**config.mk**
```make
export PLATFORM = sky130hd
export DESIGN_NAME = sah_adc_ctrl
export DESIGN_NICKNAME = d
export VERILOG_FILES = /design/src/sah_pkg.sv /design/src/sah_adc_ctrl.sv /design/src/sah_fifo.sv
export VERILOG_INCLUDE_DIRS = /design/src
export SDC_FILE = /design/constraint.sdc
export NUM_CORES = 1
export LEC_CHECK = 0
export ABC_CLOCK_PERIOD_IN_PS = 2650
export BUFFER_PORTS_ARGS = -buffer_cell sky130_fd_sc_hd__buf_2
export CORE_MARGIN = 10
export CORE_UTILIZATION = 36
export CTS_CLUSTER_SIZE = 10
export DETAILED_ROUTE_END_ITERATION = 6
export GPL_TIMING_DRIVEN = 0
export SETUP_SLACK_MARGIN = 0.02
export SLEW_MARGIN = 40
export SYNTH_ARGS = -nofsm -noshare
export SYNTH_HDL_FRONTEND = slang
export SYNTH_SLANG_ARGS = --single-unit
```
**constraint.sdc**
```tcl
create_clock -name clk_sys -period 2.65 [get_ports clk_sys]
set_input_delay 0.3975 -clock clk_sys [delete_from_list [all_inputs] [get_ports clk_sys]]
set_output_delay 0.3975 -clock clk_sys [all_outputs]
set_load 0.02 [all_outputs]
```
**src/sah_defs.svh**
```systemverilog
// Constants for the converter control and host interface block.
`ifndef SAH_DEFS_SVH
`define SAH_DEFS_SVH

// ************************************************************
// Widths and depths
// ************************************************************
`define SAH_RES_W 10
`define SAH_CH_W 3
`define SAH_DB_W 8
`define SAH_FIFO_DEPTH 4
`define SAH_SYNC_W 15

// ************************************************************
// Reset and start values
// ************************************************************
`define SAH_SAR_START 10'h200
`define SAH_SAR_CLEAR 10'h000
`define SAH_LAST_BIT 4'h9
`define SAH_BIT_ZERO 4'h0
`define SAH_SHIFT_LEN 4'ha
`define SAH_CNT_ONE 4'h1
`define SAH_CH_INIT 3'h0
`define SAH_CH_SP 3'h7
`define SAH_DIV_RESET 2'h0
`define SAH_DIV_CNT_ZERO 3'h0
`define SAH_LOW_PAD 6'h00
`define SAH_BUS_ZERO 8'h00
`define SAH_BUS_ALL 8'hff
`define SAH_SYNC_IDLE 15'h0007

// ************************************************************
// Data bus bit positions
// ************************************************************
`define SAH_FMT_BIT 2
`define SAH_DIV_HI 1
`define SAH_DIV_LO 0
`define SAH_SO_BIT 7
`define SAH_SI_BIT 6
`define SAH_ORDER_BIT 5
`define SAH_SERIAL_CLOCK_OUT_BIT 4
`define SAH_SERIAL_OUT_VALID_N_BIT 3

// ************************************************************
// Positions in the synchronised input vector
// ************************************************************
`define SAH_S_CS 0
`define SAH_S_WR 1
`define SAH_S_RD 2
`define SAH_S_RS 3
`define SAH_S_MC 4
`define SAH_S_CK 5
`define SAH_S_CMP 6
`define SAH_S_DB 7

`endif

```
**src/sah_pkg.sv**
```systemverilog
// Types shared by the converter control block.
`include "sah_defs.svh"

package sah_pkg;
  typedef enum logic [1:0] {
    SAH_IDLE = 2'b00,
    SAH_RUN = 2'b01,
    SAH_PUSH = 2'b11
  } sah_conv_e;

  typedef logic [`SAH_RES_W-1:0] sah_word_t;
endpackage : sah_pkg

```
**src/sah_adc_ctrl.sv**
```systemverilog
// Control and host interface of a 10-bit successive-approximation converter.
// Notes on behaviour
// - Mode pin high picks the parallel bus, low picks the serial interface.
// - Conversion done output goes low when a finished result is ready.
// - Parallel write with select low latches data bits 2..0 as channel.
// - Parallel write with select high is an initialize write, allowed any time.
// - Initialize bit 2 high gives two's complement, low gives straight binary.
// - Initialize bits 1..0 pick divide ratio 1/1, 1/2, 1/4 or 1/8.
// - Read with select high puts the eight upper result bits on the bus.
// - Read with select low puts bit one and LSB on top, zeros below.
// - Ten-bit result by successive approximation, same for every interface.
// - Each step compares input against a DAC level set by the SAR.
// - Serial output is three-state and changes on the active clock falling edge.
// - Serial input is sampled on the active shift clock rising edge.
// - Order select high shifts LSB first, low shifts MSB first.
// - Serial select low is mode 1 host clock; high is mode 2 device clock.
// - Mode 2 serial clock output copies the internal divided clock.
// - Mode 2 serial clock period equals one internal clock period.
// - Mode 2 output valid goes low while result bits are shifted out.
// - Mode 1 latches the channel at the strobe rising edge.
// - Mode 2 chip select low holds the sequence reset; rising edge starts.
// - Mode 1 chip select high ignores serial inputs and floats serial output.
// - Mode 2 initialization selects analog channel 7.
`timescale 1ns/1ps
`include "sah_defs.svh"

module sah_adc_ctrl
  import sah_pkg::*;
(
  // Clock and reset
  input wire logic clk_sys,
  input wire logic rst,
  // Host control pins
  input wire logic interface_mode_pin,
  input wire logic chip_select_n,
  input wire logic write_strobe_n,
  input wire logic read_strobe_n,
  input wire logic register_select,
  input wire logic ext_clock,
  // Shared data bus and serial pins
  input wire logic [`SAH_DB_W-1:0] data_bus_in,
  output logic [`SAH_DB_W-1:0] data_bus_out,
  output logic [`SAH_DB_W-1:0] data_bus_oe,
  // Status
  output logic conversion_done_n,
  // Analog front end
  output logic [`SAH_CH_W-1:0] analog_input_mux,
  output logic [`SAH_RES_W-1:0] dac_level,
  input wire logic comparator_high
);

  // ************************************************************
  // Input synchronisers
  // ************************************************************
  logic [`SAH_SYNC_W-1:0] raw_in;
  logic [`SAH_SYNC_W-1:0] sync1;
  logic [`SAH_SYNC_W-1:0] sync2;
  logic [`SAH_SYNC_W-1:0] prev;

  assign raw_in = {data_bus_in, comparator_high, ext_clock, interface_mode_pin,
                   register_select, read_strobe_n, write_strobe_n, chip_select_n};

  always_ff @(posedge clk_sys) begin
    if (rst) begin
      sync1 <= `SAH_SYNC_IDLE;
      sync2 <= `SAH_SYNC_IDLE;
      prev <= `SAH_SYNC_IDLE;
    end else begin
      sync1 <= raw_in;
      sync2 <= sync1;
      prev <= sync2;
    end
  end

  logic [`SAH_DB_W-1:0] db_now;
  logic [`SAH_DB_W-1:0] db_prev;
  logic cs_low;
  logic mode_par;
  logic mode1;
  logic mode2;
  logic wr_rise;
  logic rd_rise;
  logic rd_fall;
  logic cs_rise;
  logic cs_fall;
  logic par_wr;
  logic addr_wr;
  logic init_wr;
  logic par_rd;
  logic low_read_done;

  assign db_now = sync2[`SAH_S_DB +: `SAH_DB_W];
  assign db_prev = prev[`SAH_S_DB +: `SAH_DB_W];
  assign cs_low = !sync2[`SAH_S_CS];
  assign mode_par = sync2[`SAH_S_MC];
  assign mode1 = !mode_par && !sync2[`SAH_S_RS];
  assign mode2 = !mode_par && sync2[`SAH_S_RS];
  assign wr_rise = sync2[`SAH_S_WR] && !prev[`SAH_S_WR];
  assign rd_rise = sync2[`SAH_S_RD] && !prev[`SAH_S_RD];
  assign rd_fall = !sync2[`SAH_S_RD] && prev[`SAH_S_RD];
  assign cs_rise = sync2[`SAH_S_CS] && !prev[`SAH_S_CS];
  assign cs_fall = !sync2[`SAH_S_CS] && prev[`SAH_S_CS];

  // Writes are taken at the trailing edge of the strobe, with the bus value seen just before it.
  assign par_wr = mode_par && wr_rise && !prev[`SAH_S_CS] && prev[`SAH_S_RD];
  assign addr_wr = par_wr && !prev[`SAH_S_RS];
  assign init_wr = par_wr && prev[`SAH_S_RS];
  assign par_rd = mode_par && cs_low && !sync2[`SAH_S_RD] && sync2[`SAH_S_WR];
  assign low_read_done = mode_par && rd_rise && !prev[`SAH_S_CS] && prev[`SAH_S_WR] && !prev[`SAH_S_RS];

  // ************************************************************
  // Configuration
  // ************************************************************
  logic fmt_cfg;
  logic [1:0] div_cfg;
  logic fmt_eff;
  logic [1:0] div_eff;
  logic [`SAH_CH_W-1:0] chan;

  always_ff @(posedge clk_sys) begin
    if (rst) begin
      fmt_cfg <= 1'b0;
      div_cfg <= `SAH_DIV_RESET;
    end else if (init_wr) begin
      fmt_cfg <= db_prev[`SAH_FMT_BIT];
      div_cfg <= {db_prev[`SAH_DIV_HI], db_prev[`SAH_DIV_LO]};
    end
  end

  // Serial hosts steer format and ratio on the shared bus pins as static levels.
  assign fmt_eff = mode_par ? fmt_cfg : db_now[`SAH_FMT_BIT];
  assign div_eff = mode_par ? div_cfg : {db_now[`SAH_DIV_HI], db_now[`SAH_DIV_LO]};

  // ************************************************************
  // Internal clock divider
  // ************************************************************
  function automatic logic [2:0] sah_div_last(input logic [1:0] code);
    case (code)
      2'h0: sah_div_last = 3'h0;
      2'h1: sah_div_last = 3'h1;
      2'h2: sah_div_last = 3'h3;
      default: sah_div_last = 3'h7;
    endcase
  endfunction : sah_div_last

  logic [2:0] div_cnt;
  logic int_clk;
  logic int_toggle;
  logic int_rise;
  logic int_fall;

  // Every edge of the external clock is a half period; ratio n toggles after n edges.
  assign int_toggle = (sync2[`SAH_S_CK] != prev[`SAH_S_CK]) && (div_cnt == sah_div_last(div_eff));
  assign int_rise = int_toggle && !int_clk;
  assign int_fall = int_toggle && int_clk;

  always_ff @(posedge clk_sys) begin
    if (rst) begin
      div_cnt <= `SAH_DIV_CNT_ZERO;
    end else if (sync2[`SAH_S_CK] != prev[`SAH_S_CK]) begin
      div_cnt <= int_toggle ? `SAH_DIV_CNT_ZERO : div_cnt + 3'h1;
    end
  end

  always_ff @(posedge clk_sys) begin
    if (rst) begin
      int_clk <= 1'b0;
    end else if (int_toggle) begin
      int_clk <= !int_clk;
    end
  end

  // ************************************************************
  // Successive approximation sequencer
  // ************************************************************
  sah_conv_e conv_state;
  sah_word_t sar;
  logic [3:0] bit_idx;
  logic seq_clear;
  logic start;
  logic fifo_in_ready;
  logic [`SAH_CH_W-1:0] si_shift;
  logic settled;

  // A parallel chip select falling edge, or a low chip select in mode 2, clears the sequence.
  assign seq_clear = (mode_par && cs_fall) || (mode2 && cs_low);
  assign start = addr_wr || (mode1 && cs_low && wr_rise) || (mode2 && cs_rise);

  always_ff @(posedge clk_sys) begin
    if (rst) begin
      chan <= `SAH_CH_INIT;
    end else if (mode2 && cs_low) begin
      chan <= `SAH_CH_SP;
    end else if (addr_wr) begin
      chan <= db_prev[`SAH_CH_W-1:0];
    end else if (mode1 && cs_low && wr_rise) begin
      chan <= si_shift;
    end
  end

  always_ff @(posedge clk_sys) begin
    if (rst) begin
      conv_state <= SAH_IDLE;
      sar <= `SAH_SAR_CLEAR;
      bit_idx <= `SAH_LAST_BIT;
    end else if (seq_clear) begin
      conv_state <= SAH_IDLE;
    end else begin
      case (conv_state)
        SAH_IDLE: begin
          if (start) begin
            conv_state <= SAH_RUN;
            sar <= `SAH_SAR_START;
            bit_idx <= `SAH_LAST_BIT;
          end
        end
        SAH_RUN: begin
          if (int_rise && settled) begin
            // The DAC has settled on the trial code for a whole internal period, or at least half of one on the first step.
            if (!sync2[`SAH_S_CMP]) begin
              sar[bit_idx] <= 1'b0;
            end
            if (bit_idx == `SAH_BIT_ZERO) begin
              conv_state <= SAH_PUSH;
            end else begin
              sar[bit_idx - 4'h1] <= 1'b1;
              bit_idx <= bit_idx - 4'h1;
            end
          end
        end
        SAH_PUSH: begin
          // A full result queue stalls the sequencer here rather than losing a word.
          if (fifo_in_ready) begin
            conv_state <= SAH_IDLE;
          end
        end
        default: conv_state <= SAH_IDLE;
      endcase
    end
  end

  // The comparator is seen through two flip-flops, so a rise right after a start would judge a stale level.
  // The first decision therefore waits for a falling internal clock edge after the start.
  always_ff @(posedge clk_sys) begin
    if (rst) begin
      settled <= 1'b0;
    end else if (conv_state != SAH_RUN) begin
      settled <= 1'b0;
    end else if (int_fall) begin
      settled <= 1'b1;
    end
  end

  assign dac_level = sar;
  assign analog_input_mux = chan;

  // ************************************************************
  // Result queue and output word
  // ************************************************************
  sah_word_t fmt_word;
  sah_word_t fifo_word;
  sah_word_t out_word;
  logic fifo_out_valid;
  logic out_valid;
  logic consume;

  // Two's complement of an offset-binary code is the code with its top bit inverted.
  assign fmt_word = fmt_eff ? {!sar[`SAH_RES_W-1], sar[`SAH_RES_W-2:0]} : sar;

  sah_fifo #(
    .WIDTH(`SAH_RES_W),
    .DEPTH(`SAH_FIFO_DEPTH)
  ) u_fifo (
    .clk_sys(clk_sys),
    .rst(rst),
    .in_valid(conv_state == SAH_PUSH),
    .in_ready(fifo_in_ready),
    .in_data(fmt_word),
    .out_valid(fifo_out_valid),
    .out_ready(!out_valid),
    .out_data(fifo_word)
  );

  always_ff @(posedge clk_sys) begin
    if (rst) begin
      out_valid <= 1'b0;
      out_word <= `SAH_SAR_CLEAR;
    end else if (!out_valid && fifo_out_valid) begin
      out_valid <= 1'b1;
      out_word <= fifo_word;
    end else if (consume) begin
      out_valid <= 1'b0;
    end
  end

  assign conversion_done_n = !out_valid;

  // ************************************************************
  // Serial shifter
  // ************************************************************
  logic shift_rise;
  logic shift_fall;
  logic lsb_first;
  logic sh_busy;
  logic [3:0] sh_cnt;
  sah_word_t sh_reg;
  logic so_bit;
  logic sh_done;

  // Mode 1 uses the host clock only while selected; mode 2 uses the internal clock.
  assign shift_rise = (mode1 && cs_low && rd_rise) || (mode2 && int_rise);
  assign shift_fall = (mode1 && cs_low && rd_fall) || (mode2 && int_fall);
  assign lsb_first = db_now[`SAH_ORDER_BIT];
  assign sh_done = shift_fall && sh_busy && (sh_cnt == `SAH_SHIFT_LEN);
  assign consume = low_read_done || sh_done;

  always_ff @(posedge clk_sys) begin
    if (rst) begin
      si_shift <= `SAH_CH_INIT;
    end else if (mode1 && shift_rise) begin
      si_shift <= {si_shift[`SAH_CH_W-2:0], db_now[`SAH_SI_BIT]};
    end
  end

  always_ff @(posedge clk_sys) begin
    if (rst) begin
      sh_busy <= 1'b0;
      sh_cnt <= `SAH_BIT_ZERO;
      sh_reg <= `SAH_SAR_CLEAR;
      so_bit <= 1'b0;
    end else if (mode_par || (mode1 && !cs_low) || (mode2 && cs_low)) begin
      sh_busy <= 1'b0;
    end else if (shift_fall) begin
      if (!sh_busy && out_valid) begin
        sh_busy <= 1'b1;
        sh_cnt <= `SAH_CNT_ONE;
        so_bit <= lsb_first ? out_word[0] : out_word[`SAH_RES_W-1];
        sh_reg <= lsb_first ? (out_word >> 1) : (out_word << 1);
      end else if (sh_busy && sh_cnt == `SAH_SHIFT_LEN) begin
        sh_busy <= 1'b0;
      end else if (sh_busy) begin
        sh_cnt <= sh_cnt + 4'h1;
        so_bit <= lsb_first ? sh_reg[0] : sh_reg[`SAH_RES_W-1];
        sh_reg <= lsb_first ? (sh_reg >> 1) : (sh_reg << 1);
      end
    end
  end

  // ************************************************************
  // Bus and serial pin drivers
  // ************************************************************
  logic [`SAH_DB_W-1:0] next_db_out;
  logic [`SAH_DB_W-1:0] next_db_oe;

  always_comb begin
    next_db_out = `SAH_BUS_ZERO;
    next_db_oe = `SAH_BUS_ZERO;
    if (par_rd) begin
      next_db_oe = `SAH_BUS_ALL;
      if (sync2[`SAH_S_RS]) begin
        next_db_out = out_word[`SAH_RES_W-1 -: `SAH_DB_W];
      end else begin
        next_db_out = {out_word[1:0], `SAH_LOW_PAD};
      end
    end else if (mode1) begin
      next_db_out[`SAH_SO_BIT] = so_bit;
      next_db_oe[`SAH_SO_BIT] = cs_low;
    end else if (mode2) begin
      next_db_out[`SAH_SO_BIT] = so_bit;
      next_db_oe[`SAH_SO_BIT] = sh_busy;
      next_db_out[`SAH_SERIAL_CLOCK_OUT_BIT] = int_clk;
      next_db_oe[`SAH_SERIAL_CLOCK_OUT_BIT] = 1'b1;
      next_db_out[`SAH_SERIAL_OUT_VALID_N_BIT] = !sh_busy;
      next_db_oe[`SAH_SERIAL_OUT_VALID_N_BIT] = 1'b1;
    end
  end

  always_ff @(posedge clk_sys) begin
    if (rst) begin
      data_bus_out <= `SAH_BUS_ZERO;
      data_bus_oe <= `SAH_BUS_ZERO;
    end else begin
      data_bus_out <= next_db_out;
      data_bus_oe <= next_db_oe;
    end
  end
endmodule : sah_adc_ctrl

```
**src/sah_fifo.sv**
```systemverilog
// Small flip-flop FIFO between the converter and the result port.
`timescale 1ns/1ps
`include "sah_defs.svh"

module sah_fifo #(
  parameter int WIDTH = `SAH_RES_W,
  parameter int DEPTH = `SAH_FIFO_DEPTH
) (
  // Clock and reset
  input wire logic clk_sys,
  input wire logic rst,
  // Filling side
  input wire logic in_valid,
  output logic in_ready,
  input wire logic [WIDTH-1:0] in_data,
  // Draining side
  output logic out_valid,
  input wire logic out_ready,
  output logic [WIDTH-1:0] out_data
);
  localparam int AW = $clog2(DEPTH);

  logic [WIDTH-1:0] mem [DEPTH];
  logic [AW:0] wr_ptr;
  logic [AW:0] rd_ptr;
  logic push;
  logic pop;

  // Pointers carry one extra wrap bit so full and empty are told apart.
  assign in_ready = !((wr_ptr[AW] != rd_ptr[AW]) && (wr_ptr[AW-1:0] == rd_ptr[AW-1:0]));
  assign out_valid = (wr_ptr != rd_ptr);
  assign push = in_valid && in_ready;
  assign pop = out_valid && out_ready;
  assign out_data = mem[rd_ptr[AW-1:0]];

  always_ff @(posedge clk_sys) begin
    if (push) begin
      mem[wr_ptr[AW-1:0]] <= in_data;
    end
  end

  always_ff @(posedge clk_sys) begin
    if (rst) begin
      wr_ptr <= '0;
    end else if (push) begin
      wr_ptr <= wr_ptr + (AW+1)'(1);
    end
  end

  always_ff @(posedge clk_sys) begin
    if (rst) begin
      rd_ptr <= '0;
    end else if (pop) begin
      rd_ptr <= rd_ptr + (AW+1)'(1);
    end
  end
endmodule : sah_fifo

```
==> flow_metrics.env, run 1 <==
export IMPL_die_area_mm2=0.0234
export IMPL_grt_busiest_layer="met2"
export IMPL_synth_fa_ha_area_share_pct=2.56
export IMPL_power_density_mw_per_mm2=726
export IMPL_p_leak_nw=2.77
export IMPL_start_kind="register"
export IMPL_total_power_mw=5.44
export IMPL_yosys_area_share_simple_pct=17.8
export IMPL_avgSynthCellArea_um2=10.9
export IMPL_synth_ff_type="dfxtp_1"
export IMPL_drt_initial_drc_count=262
export IMPL_crit_path_end_kind="register"
export IMPL_use_met1_pct=16.1
export IMPL_synth_top_cell_by_area="dfxtp_1"
export IMPL_hp_class="input pin to register"
export IMPL_synthCells=582
export IMPL_dpl_cell_area_mm2=0.00685
export IMPL_grt_pass1_wl_um=25200
export IMPL_antenna_found_initial=0
export IMPL_numClockSinks=146
export IMPL_grt_util_met2_pct=22.2
export IMPL_design_area_mm2=0.00750
export IMPL_crit_type="register to register"
export IMPL_rsz0062_at_grt="false"
export IMPL_grt_pass1_vias=4601
export IMPL_dp_hpwl_um=11100
export IMPL_insertedDiodeCount=0
export IMPL_drive_gt1_share_pct=21.6
export IMPL_finalHoldViolations=0
export IMPL_post_drt_via_cell_ratio=5.20
export IMPL_period_share_pct=92.3
export IMPL_largest_reg_flops=40
export IMPL_fin_crit_ns=2.45
export IMPL_cts_buffers=17
export IMPL_cap_violations=0
export IMPL_crit_start="conv_state[0]$_SDFFE_PP0P_"
export IMPL_core_region_area_mm2=0.0173
export IMPL_path_max_fanout=9
export IMPL_fp_row_count=48
export IMPL_cts_root_buf="clkbuf_16"
export IMPL_start_util_pct=36.7
export IMPL_detail_route_antenna_nets=0
export IMPL_synthXorXnorAreaFrac_pct=2.07
export IMPL_yosys_register_bits=146
export IMPL_worstSkewPairLatency_ns=0.43
export IMPL_routed_via_count=4585
export IMPL_grt_total_usage_pct=13.4
export IMPL_synth_common_cells="dfxtp_1, nor2_1, edfxtp_1"
export IMPL_io_pins=47
export IMPL_synth_warnings=0
export IMPL_yosysSeqAreaShare_pct=52.3
export IMPL_ir_drop_v=0.000526
export IMPL_grt_max_degree=17
export IMPL_synth_area_leaders="dfxtp_1, edfxtp_1, mux2i_1"
export IMPL_nFillCells=1643
export IMPL_hold_path_startpoint="chip_select_n"
export IMPL_syn_area_mm2=0.00635
export IMPL_drc=0
export IMPL_clkSlewWorstSetupHoldPaths_ns=0.06
export IMPL_finalClockSkew_ns=0.00863
export IMPL_tightestPinTransition_ns=0.667
export IMPL_crit_arrival_ns=2.78
export IMPL_cts_tree="yes"
export IMPL_final_nets=673
export IMPL_synthDistinctLibCells=68
export IMPL_synth_compound_area_share_pct=9.16
export IMPL_maxSlewViolCount=0
export IMPL_syn_to_final_growth_pct=18.1
export IMPL_setup_viol=0
export IMPL_ctsHtreeMaxLevel=4
export IMPL_synth_edf_count=40
export IMPL_routedWlPerCell_um=17.6
export IMPL_portBuffers=42
export IMPL_dieHeight_um=153
export IMPL_required_ns=2.98
export IMPL_met3_usage_pct=3.51
export IMPL_synth_top_family_by_area="simple AND/OR/NAND/NOR gates"
export IMPL_status="complete, no violations"
export IMPL_cts_setup_buffers=0
export IMPL_place_gp_congestion=0.886
export IMPL_chipWidth_um=153
export IMPL_muxShareOfSynthArea_pct=11.0
export IMPL_rr_startpoint="conv_state[0]$_SDFFE_PP0P_"
export IMPL_async_reset_ff_share_pct=0
export IMPL_max_slew_margin_pct=55.0
export IMPL_clk_path_buf_depth=2
export IMPL_grt_overflow_total=0
export IMPL_tns_ns=0
export IMPL_synth_most_common_cell="dfxtp_1"
export IMPL_drt_pass1_iter_count=4
export IMPL_drt_total_wl_um=15500
export IMPL_synth_fp_nets=612
export IMPL_synth_top_area_share_pct=33.4
export IMPL_fmax_mhz=409
[worst max-delay path, stage by stage (launching register included)]
cell	delay, ns
dfxtp_1	0.31
clkbuf_1	0.31
nand2b_1	0.24
nor2_1	0.46
o211ai_1	0.35
or4_1	0.55
o211a_1	0.12
[timing repair]
action	in CTS	in global routing
endpoints found under the hold margin	0	0
hold buffers	0	0
setup endpoints to repair	0	5
gates resized for setup	0	2
[cell families (layout without fill, tap and decap cells)]
group	Yosys count	in the layout
flip-flops	146	146
XOR/XNOR	15	15
AO/OA/AOI/OAI	80	80
AND/OR/NAND/NOR	209	209
buffers and inverters	63	137
multiplexers	56	56
adder cells (fa/ha/maj)	13	13
[placed cells by master (no fill, tap or decap), drive strengths merged, types with 11 or more instances in the layout]
cell | netlist | layout
dfxtp | 106 | 106
buf | 30 | 72
nor2 | 51 | 51
edfxtp | 40 | 40
clkbuf | 18 | 38
nand2 | 37 | 37
mux2i | 36 | 36
nor2b | 34 | 34
inv | 14 | 16
nor3 | 14 | 14
a21oi | 13 | 13
nand4 | 13 | 13
ha | 13 | 13
or2 | 12 | 12
xnor2 | 11 | 11
[metal layers]
layer	up-vias	share of wire [%]
li1	2213	-
met1	2248	45
met2	98	49
met3	26	4.1
met4	0	2.0
met5	-	0
[power breakdown]
group          switching, mW  internal (mW)
Combinational          0.254          0.180
Clock                  0.945           1.67
Sequential            0.0482           2.34
Total                   1.25           4.19
[final cells by class]
type / instances / area [µm²] / share of cell area (%)
buffer: 48 / 265 / 3.54
sequential: 146 / 3320 / 44.3
clock inverter: 12 / 205 / 2.74
tap: 225 / 282 / 3.76
clock buffer: 20 / 437 / 5.82
timing repair buffer: 42 / 210 / 2.80
multi-input combinational: 373 / 2720 / 36.3
inverter: 15 / 56.3 / 0.751
[metrics by stage]
step                      util, %  hold WS, ns  instances  setup WS [ns]
final                        43.3        0.148        881          0.204
after global placement       39.6        0.401        849         0.0440
after global routing         43.3        0.140        881         0.0324
after CTS                    43.3        0.138        881          0.120
after detailed placement     39.6        0.400        849         0.0343
after floorplan                 -        0.389        582          0.631
[path summary, 6_finish.rpt]
check | end | cells after the start | slack, ns
max reg2reg | bit_idx[3]$_SDFFE_PP1P_ | 6 | 0.20
max | bit_idx[3]$_SDFFE_PP1P_ | 6 | 0.20
min | sync1[0]$_SDFF_PP1_ | 2 | 0.15
min reg2reg | sync2[1]$_SDFF_PP1_ | 1 | 0.42
No activity file was read; power rests on OpenSTA's default activity.
==> inputs of run 2 (changes only) <==
--- a/config.mk
+++ b/config.mk
@@ -6,7 +6,7 @@
 export SDC_FILE = /design/constraint.sdc
 export NUM_CORES = 1
 export LEC_CHECK = 0
-export ABC_CLOCK_PERIOD_IN_PS = 2650
+export ABC_CLOCK_PERIOD_IN_PS = 2800
 export BUFFER_PORTS_ARGS = -buffer_cell sky130_fd_sc_hd__buf_2
 export CORE_MARGIN = 10
 export CORE_UTILIZATION = 36
==> constraint.sdc (replaced) <==
create_clock -name clk_sys -period 2.8 [get_ports clk_sys]
set_input_delay 0.42 -clock clk_sys [delete_from_list [all_inputs] [get_ports clk_sys]]
set_output_delay 0.42 -clock clk_sys [all_outputs]
set_load 0.02 [all_outputs]
==> flow_metrics.env, run 2 (synthesis results as in run 1) <==
export IMPL_dpl_cell_area_mm2=0.00685
export IMPL_cts_hold_buffers=0
export IMPL_design_area_mm2=0.00749
export IMPL_post_drt_via_cell_ratio=5.17
export IMPL_post_cts_resized=0
export IMPL_ir_drop_v=0.000498
export IMPL_ctsHtreeMaxLevel=4
export IMPL_grt_pass1_vias=4601
export IMPL_chipWidth_um=153
export IMPL_cts_tree="yes"
export IMPL_routed_via_count=4554
export IMPL_cp_slowest_cell="nor2_1"
export IMPL_fin_cells=881
export IMPL_die_area_mm2=0.0234
export IMPL_tightestPinTransition_ns=0.681
export IMPL_p_comb_share_pct=7.8
export IMPL_p_leak_nw=2.79
export IMPL_rsz0062_at_grt="false"
export IMPL_power_density_mw_per_mm2=684
export IMPL_clk_path_buf_depth=2
export IMPL_maxSlewViolCount=0
export IMPL_portBuffers=42
export IMPL_cp_top_family="compound AO/OA/AOI/OAI gates"
export IMPL_cts_buffers=17
export IMPL_finalClockSkew_ns=0.00802
export IMPL_crit_type="register to register"
export IMPL_worstSkewPairLatency_ns=0.43
export IMPL_crit_path_end_kind="register"
export IMPL_core_region_area_mm2=0.0173
export IMPL_hold_path_startpoint="chip_select_n"
export IMPL_dp_cells=849
export IMPL_start_kind="register"
export IMPL_cpPeakStageDelay_ns=0.51
export IMPL_dieHeight_um=153
export IMPL_tns_ns=0
export IMPL_critPathBufInv=1
export IMPL_grt_pass1_wl_um=25200
export IMPL_drive_gt1_share_pct=21.3
export IMPL_numClockSinks=146
export IMPL_drt_total_wl_um=15500
export IMPL_start_util_pct=36.7
export IMPL_switching_share_pct=22.8
export IMPL_p_clk_share_pct=48.3
export IMPL_status="complete, no violations"
export IMPL_syn_to_final_growth_pct=18.0
export IMPL_fmax_mhz=389
export IMPL_intPower_mw=3.96
export IMPL_io_pins=47
export IMPL_largest_reg_flops=40
export IMPL_cts_setup_buffers=0
export IMPL_power_switching_mw=1.17
export IMPL_insertedDiodeCount=0
export IMPL_final_common_cell="dfxtp_1"
export IMPL_clkSlewWorstSetupHoldPaths_ns=0.06
export IMPL_required_ns=3.13
export IMPL_drc=0
export IMPL_max_slew_margin_pct=54.6
export IMPL_crit_start="sync2[4]$_SDFF_PP0_"
export IMPL_cts_root_buf="clkbuf_16"
export IMPL_rr_startpoint="sync2[4]$_SDFF_PP0_"
export IMPL_period_share_pct=91.7
export IMPL_setup_viol=0
export IMPL_grt_total_usage_pct=13.4
export IMPL_final_cell_mix="dfxtp_1, nor2_1, buf_2, edfxtp_1, nand2_1"
export IMPL_detail_route_antenna_nets=0
export IMPL_routedWlPerCell_um=17.6
export IMPL_dp_hpwl_um=11100
export IMPL_antenna_found_initial=0
export IMPL_drt_initial_drc_count=255
export IMPL_fp_row_count=48
export IMPL_crit_chain="buf_6 -> mux2i_1 -> nor3b_1 -> a22o_1 -> nor2_1 -> o21ai_0 -> o31a_1"
export IMPL_cap_violations=0
export IMPL_fin_util_pct=43.3
export IMPL_place_gp_congestion=0.886
export IMPL_fin_crit_ns=2.57
export IMPL_p_seq_share_pct=43.9
export IMPL_holdWs_ns=0.170
export IMPL_crit_arrival_ns=2.90
export IMPL_drt_pass1_iter_count=5
export IMPL_grt_max_degree=17
export IMPL_finalHoldViolations=0
export IMPL_final_nets=673
export IMPL_grt_overflow_total=0
export IMPL_path_max_fanout=7
export IMPL_hp_class="input pin to register"
[run 2: through the flow]
step                      power (mW)  worst slack (ns)
after floorplan                 2.58             0.781
after global placement          2.69             0.171
after detailed placement        2.69             0.162
after CTS                       5.16             0.270
after global routing            5.29             0.119
final                           5.12             0.232
[run 2: final cells by class]
type / instances / area, µm²
inverters: 15 / 56.3
clock inverters: 12 / 205
repair buffers: 42 / 210
well taps: 225 / 282
plain buffers: 48 / 265
clock buffers: 20 / 437
fillers: 1643 / 9810
flip-flops and latches: 146 / 3320
multi-input cells: 373 / 2710
[run 2: path summary, 6_finish.rpt]
path,endpoint,slack [ns],cells after the start
max,bit_idx[0]$_SDFFE_PP1P_,0.23,7
min,sync1[0]$_SDFF_PP1_,0.17,2
max reg2reg,bit_idx[0]$_SDFFE_PP1P_,0.23,7
min reg2reg,sync2[0]$_SDFF_PP1_,0.42,1
[run 2: power by group through the flow]
stage                     Sequential [mW]  Combinational, mW  Clock (mW)
final                                2.25              0.398        2.48
after global routing                 2.26              0.433        2.60
after CTS                            2.25              0.402        2.51
after detailed placement             2.29              0.401           0
after global placement               2.29              0.393           0
after floorplan                      2.28              0.301           0
[run 2: per-layer routing]
layer	vias up	routed length [µm]	global-route usage (%)
met4	0	334	5.68
met1	2228	7070	16.1
li1	2211	-	-
met2	88	7530	22.2
met5	-	0	0
met3	27	560	3.51
==> inputs of run 3 (changes only) <==
--- a/config.mk
+++ b/config.mk
@@ -8,11 +8,13 @@
 export LEC_CHECK = 0
 export ABC_CLOCK_PERIOD_IN_PS = 2800
 export BUFFER_PORTS_ARGS = -buffer_cell sky130_fd_sc_hd__buf_2
+export CAP_MARGIN = 5
 export CORE_MARGIN = 10
-export CORE_UTILIZATION = 36
+export CORE_UTILIZATION = 30
 export CTS_CLUSTER_SIZE = 10
 export DETAILED_ROUTE_END_ITERATION = 6
 export GPL_TIMING_DRIVEN = 0
+export PLACE_DENSITY_LB_ADDON = 0.12
 export SETUP_SLACK_MARGIN = 0.02
 export SLEW_MARGIN = 40
 export SYNTH_ARGS = -nofsm -noshare
==> flow_metrics.env, run 3 (synthesis results as in run 1) <==
export IMPL_final_cell_mix="dfxtp_1, nor2_1, buf_2, edfxtp_1, nand2_1"
export IMPL_power_density_mw_per_mm2=655
export IMPL_detail_route_antenna_nets=0
export IMPL_met1Wirelength_um=7660
export IMPL_clkSlewWorstSetupHoldPaths_ns=0.07
export IMPL_setup_viol=0
export IMPL_regArea_mm2=0.00332
export IMPL_drt_total_wl_um=16300
export IMPL_cts_root_buf="clkbuf_16"
export IMPL_required_ns=3.12
export IMPL_tightestPinTransition_ns=0.722
export IMPL_clk_path_buf_depth=2
export IMPL_grt_max_degree=17
export IMPL_multi_input_area_mm2=0.00271
export IMPL_routedWlPerCell_um=17.5
export IMPL_drt_initial_drc_count=215
export IMPL_route_met3_wl_um=614
export IMPL_drive_gt1_share_pct=21.5
export IMPL_io_pins=47
export IMPL_core_region_area_mm2=0.0210
export IMPL_worstSkewPairLatency_ns=0.42
export IMPL_ctsHtreeMaxLevel=4
export IMPL_insertedDiodeCount=0
export IMPL_p_leak_nw=2.78
export IMPL_routed_via_count=4547
export IMPL_portBuffers=42
export IMPL_period_share_pct=92.1
export IMPL_finalHoldViolations=0
export IMPL_dpl_cell_area_mm2=0.00691
export IMPL_path_max_fanout=7
export IMPL_start_util_pct=30.3
export IMPL_antenna_found_initial=0
export IMPL_crit_arrival_ns=2.90
export IMPL_dp_hpwl_um=11700
export IMPL_cts_hold_buffers=0
export IMPL_fin_crit_ns=2.58
export IMPL_status="complete, no violations"
export IMPL_hp_class="input pin to register"
export IMPL_top_layer="met4"
export IMPL_final_nets=673
export IMPL_maxSlewViolCount=0
export IMPL_wl_met2_um=7610
export IMPL_finalClockSkew_ns=0.0111
export IMPL_crit_path_end_kind="register"
export IMPL_drt_pass1_iter_count=4
export IMPL_holdWs_ns=0.181
export IMPL_design_area_mm2=0.00751
export IMPL_ir_drop_v=0.000402
export IMPL_cts_setup_buffers=0
export IMPL_cap_violations=0
export IMPL_drc=0
export IMPL_die_area_mm2=0.0274
export IMPL_post_cts_resized=0
export IMPL_start_kind="register"
export IMPL_syn_to_final_growth_pct=18.2
export IMPL_place_gp_congestion=0.892
export IMPL_numClockSinks=146
export IMPL_fp_row_count=53
export IMPL_dieHeight_um=165
export IMPL_grt_pass1_wl_um=25900
export IMPL_fmax_mhz=388
export IMPL_cts_tree="yes"
export IMPL_final_common_cell="dfxtp_1"
export IMPL_largest_reg_flops=40
export IMPL_cts_buffers=17
export IMPL_grt_overflow_total=0
export IMPL_post_drt_via_cell_ratio=4.88
export IMPL_nFillCells=2126
export IMPL_max_slew_margin_pct=51.9
export IMPL_grt_pass1_vias=4593
export IMPL_rsz0062_at_grt="false"
export IMPL_grt_total_usage_pct=12.3
export IMPL_crit_type="register to register"
export IMPL_chipWidth_um=165
==> run 3: path summary, 6_finish.rpt <==
check                      start                 endpoint  slack [ns]  cells past startpoint
max          sync2[4]$_SDFF_PP0_  bit_idx[0]$_SDFFE_PP1P_        0.22                      7
min                chip_select_n      sync1[0]$_SDFF_PP1_        0.18                      2
max reg2reg  sync2[4]$_SDFF_PP0_  bit_idx[0]$_SDFFE_PP1P_        0.22                      7
min reg2reg  sync1[0]$_SDFF_PP1_      sync2[0]$_SDFF_PP1_        0.42                      1
==> run 3: per-layer routing <==
metal | up-vias | global-route usage (%)
li1 | 2206 | -
met2 | 94 | 19.1
met4 | 0 | 6.11
met1 | 2217 | 15.8
met5 | - | 0
met3 | 30 | 2.63
==> run 3: layout make-up <==
type,instances,area share [%]
tap,275,4.58
sequential,146,44.3
multi-input combinational,373,36.1
buffer,48,3.53
clock buffer,19,5.90
clock inverter,13,2.03
timing repair buffer,42,2.80
inverter,15,0.750
==> run 3: report_power, final <==
part / internal (mW) / total [mW] / switching (mW)
clock: 1.35 / 2.27 / 0.922
combinational: 0.163 / 0.395 / 0.232
sequential: 2.21 / 2.25 / 0.0422
==> run 3: metrics by stage <==
step / setup TNS [ns] / power (mW) / std cells / util, % / setup WS, ns
after floorplan: 0 / 2.58 / 582 / - / 0.781
after global placement: -0.491 / 2.70 / 899 / 32.9 / -0.0523
after detailed placement: 0 / 2.70 / 899 / 33.0 / 0.0164
after CTS: 0 / 4.99 / 931 / 35.8 / 0.271
after global routing: 0 / 5.12 / 931 / 35.8 / 0.0849
final: 0 / 4.92 / 931 / 35.8 / 0.220
==> run 3: worst max-delay path, cell delays in order, from the launching register on <==
cell and delay, ns:
dfxtp_1 0.32, buf_6 0.12, mux2i_1 0.33, nor3b_1 0.10, a22o_1 0.37, nor2_1 0.49, o21ai_0 0.40, o31a_1 0.34
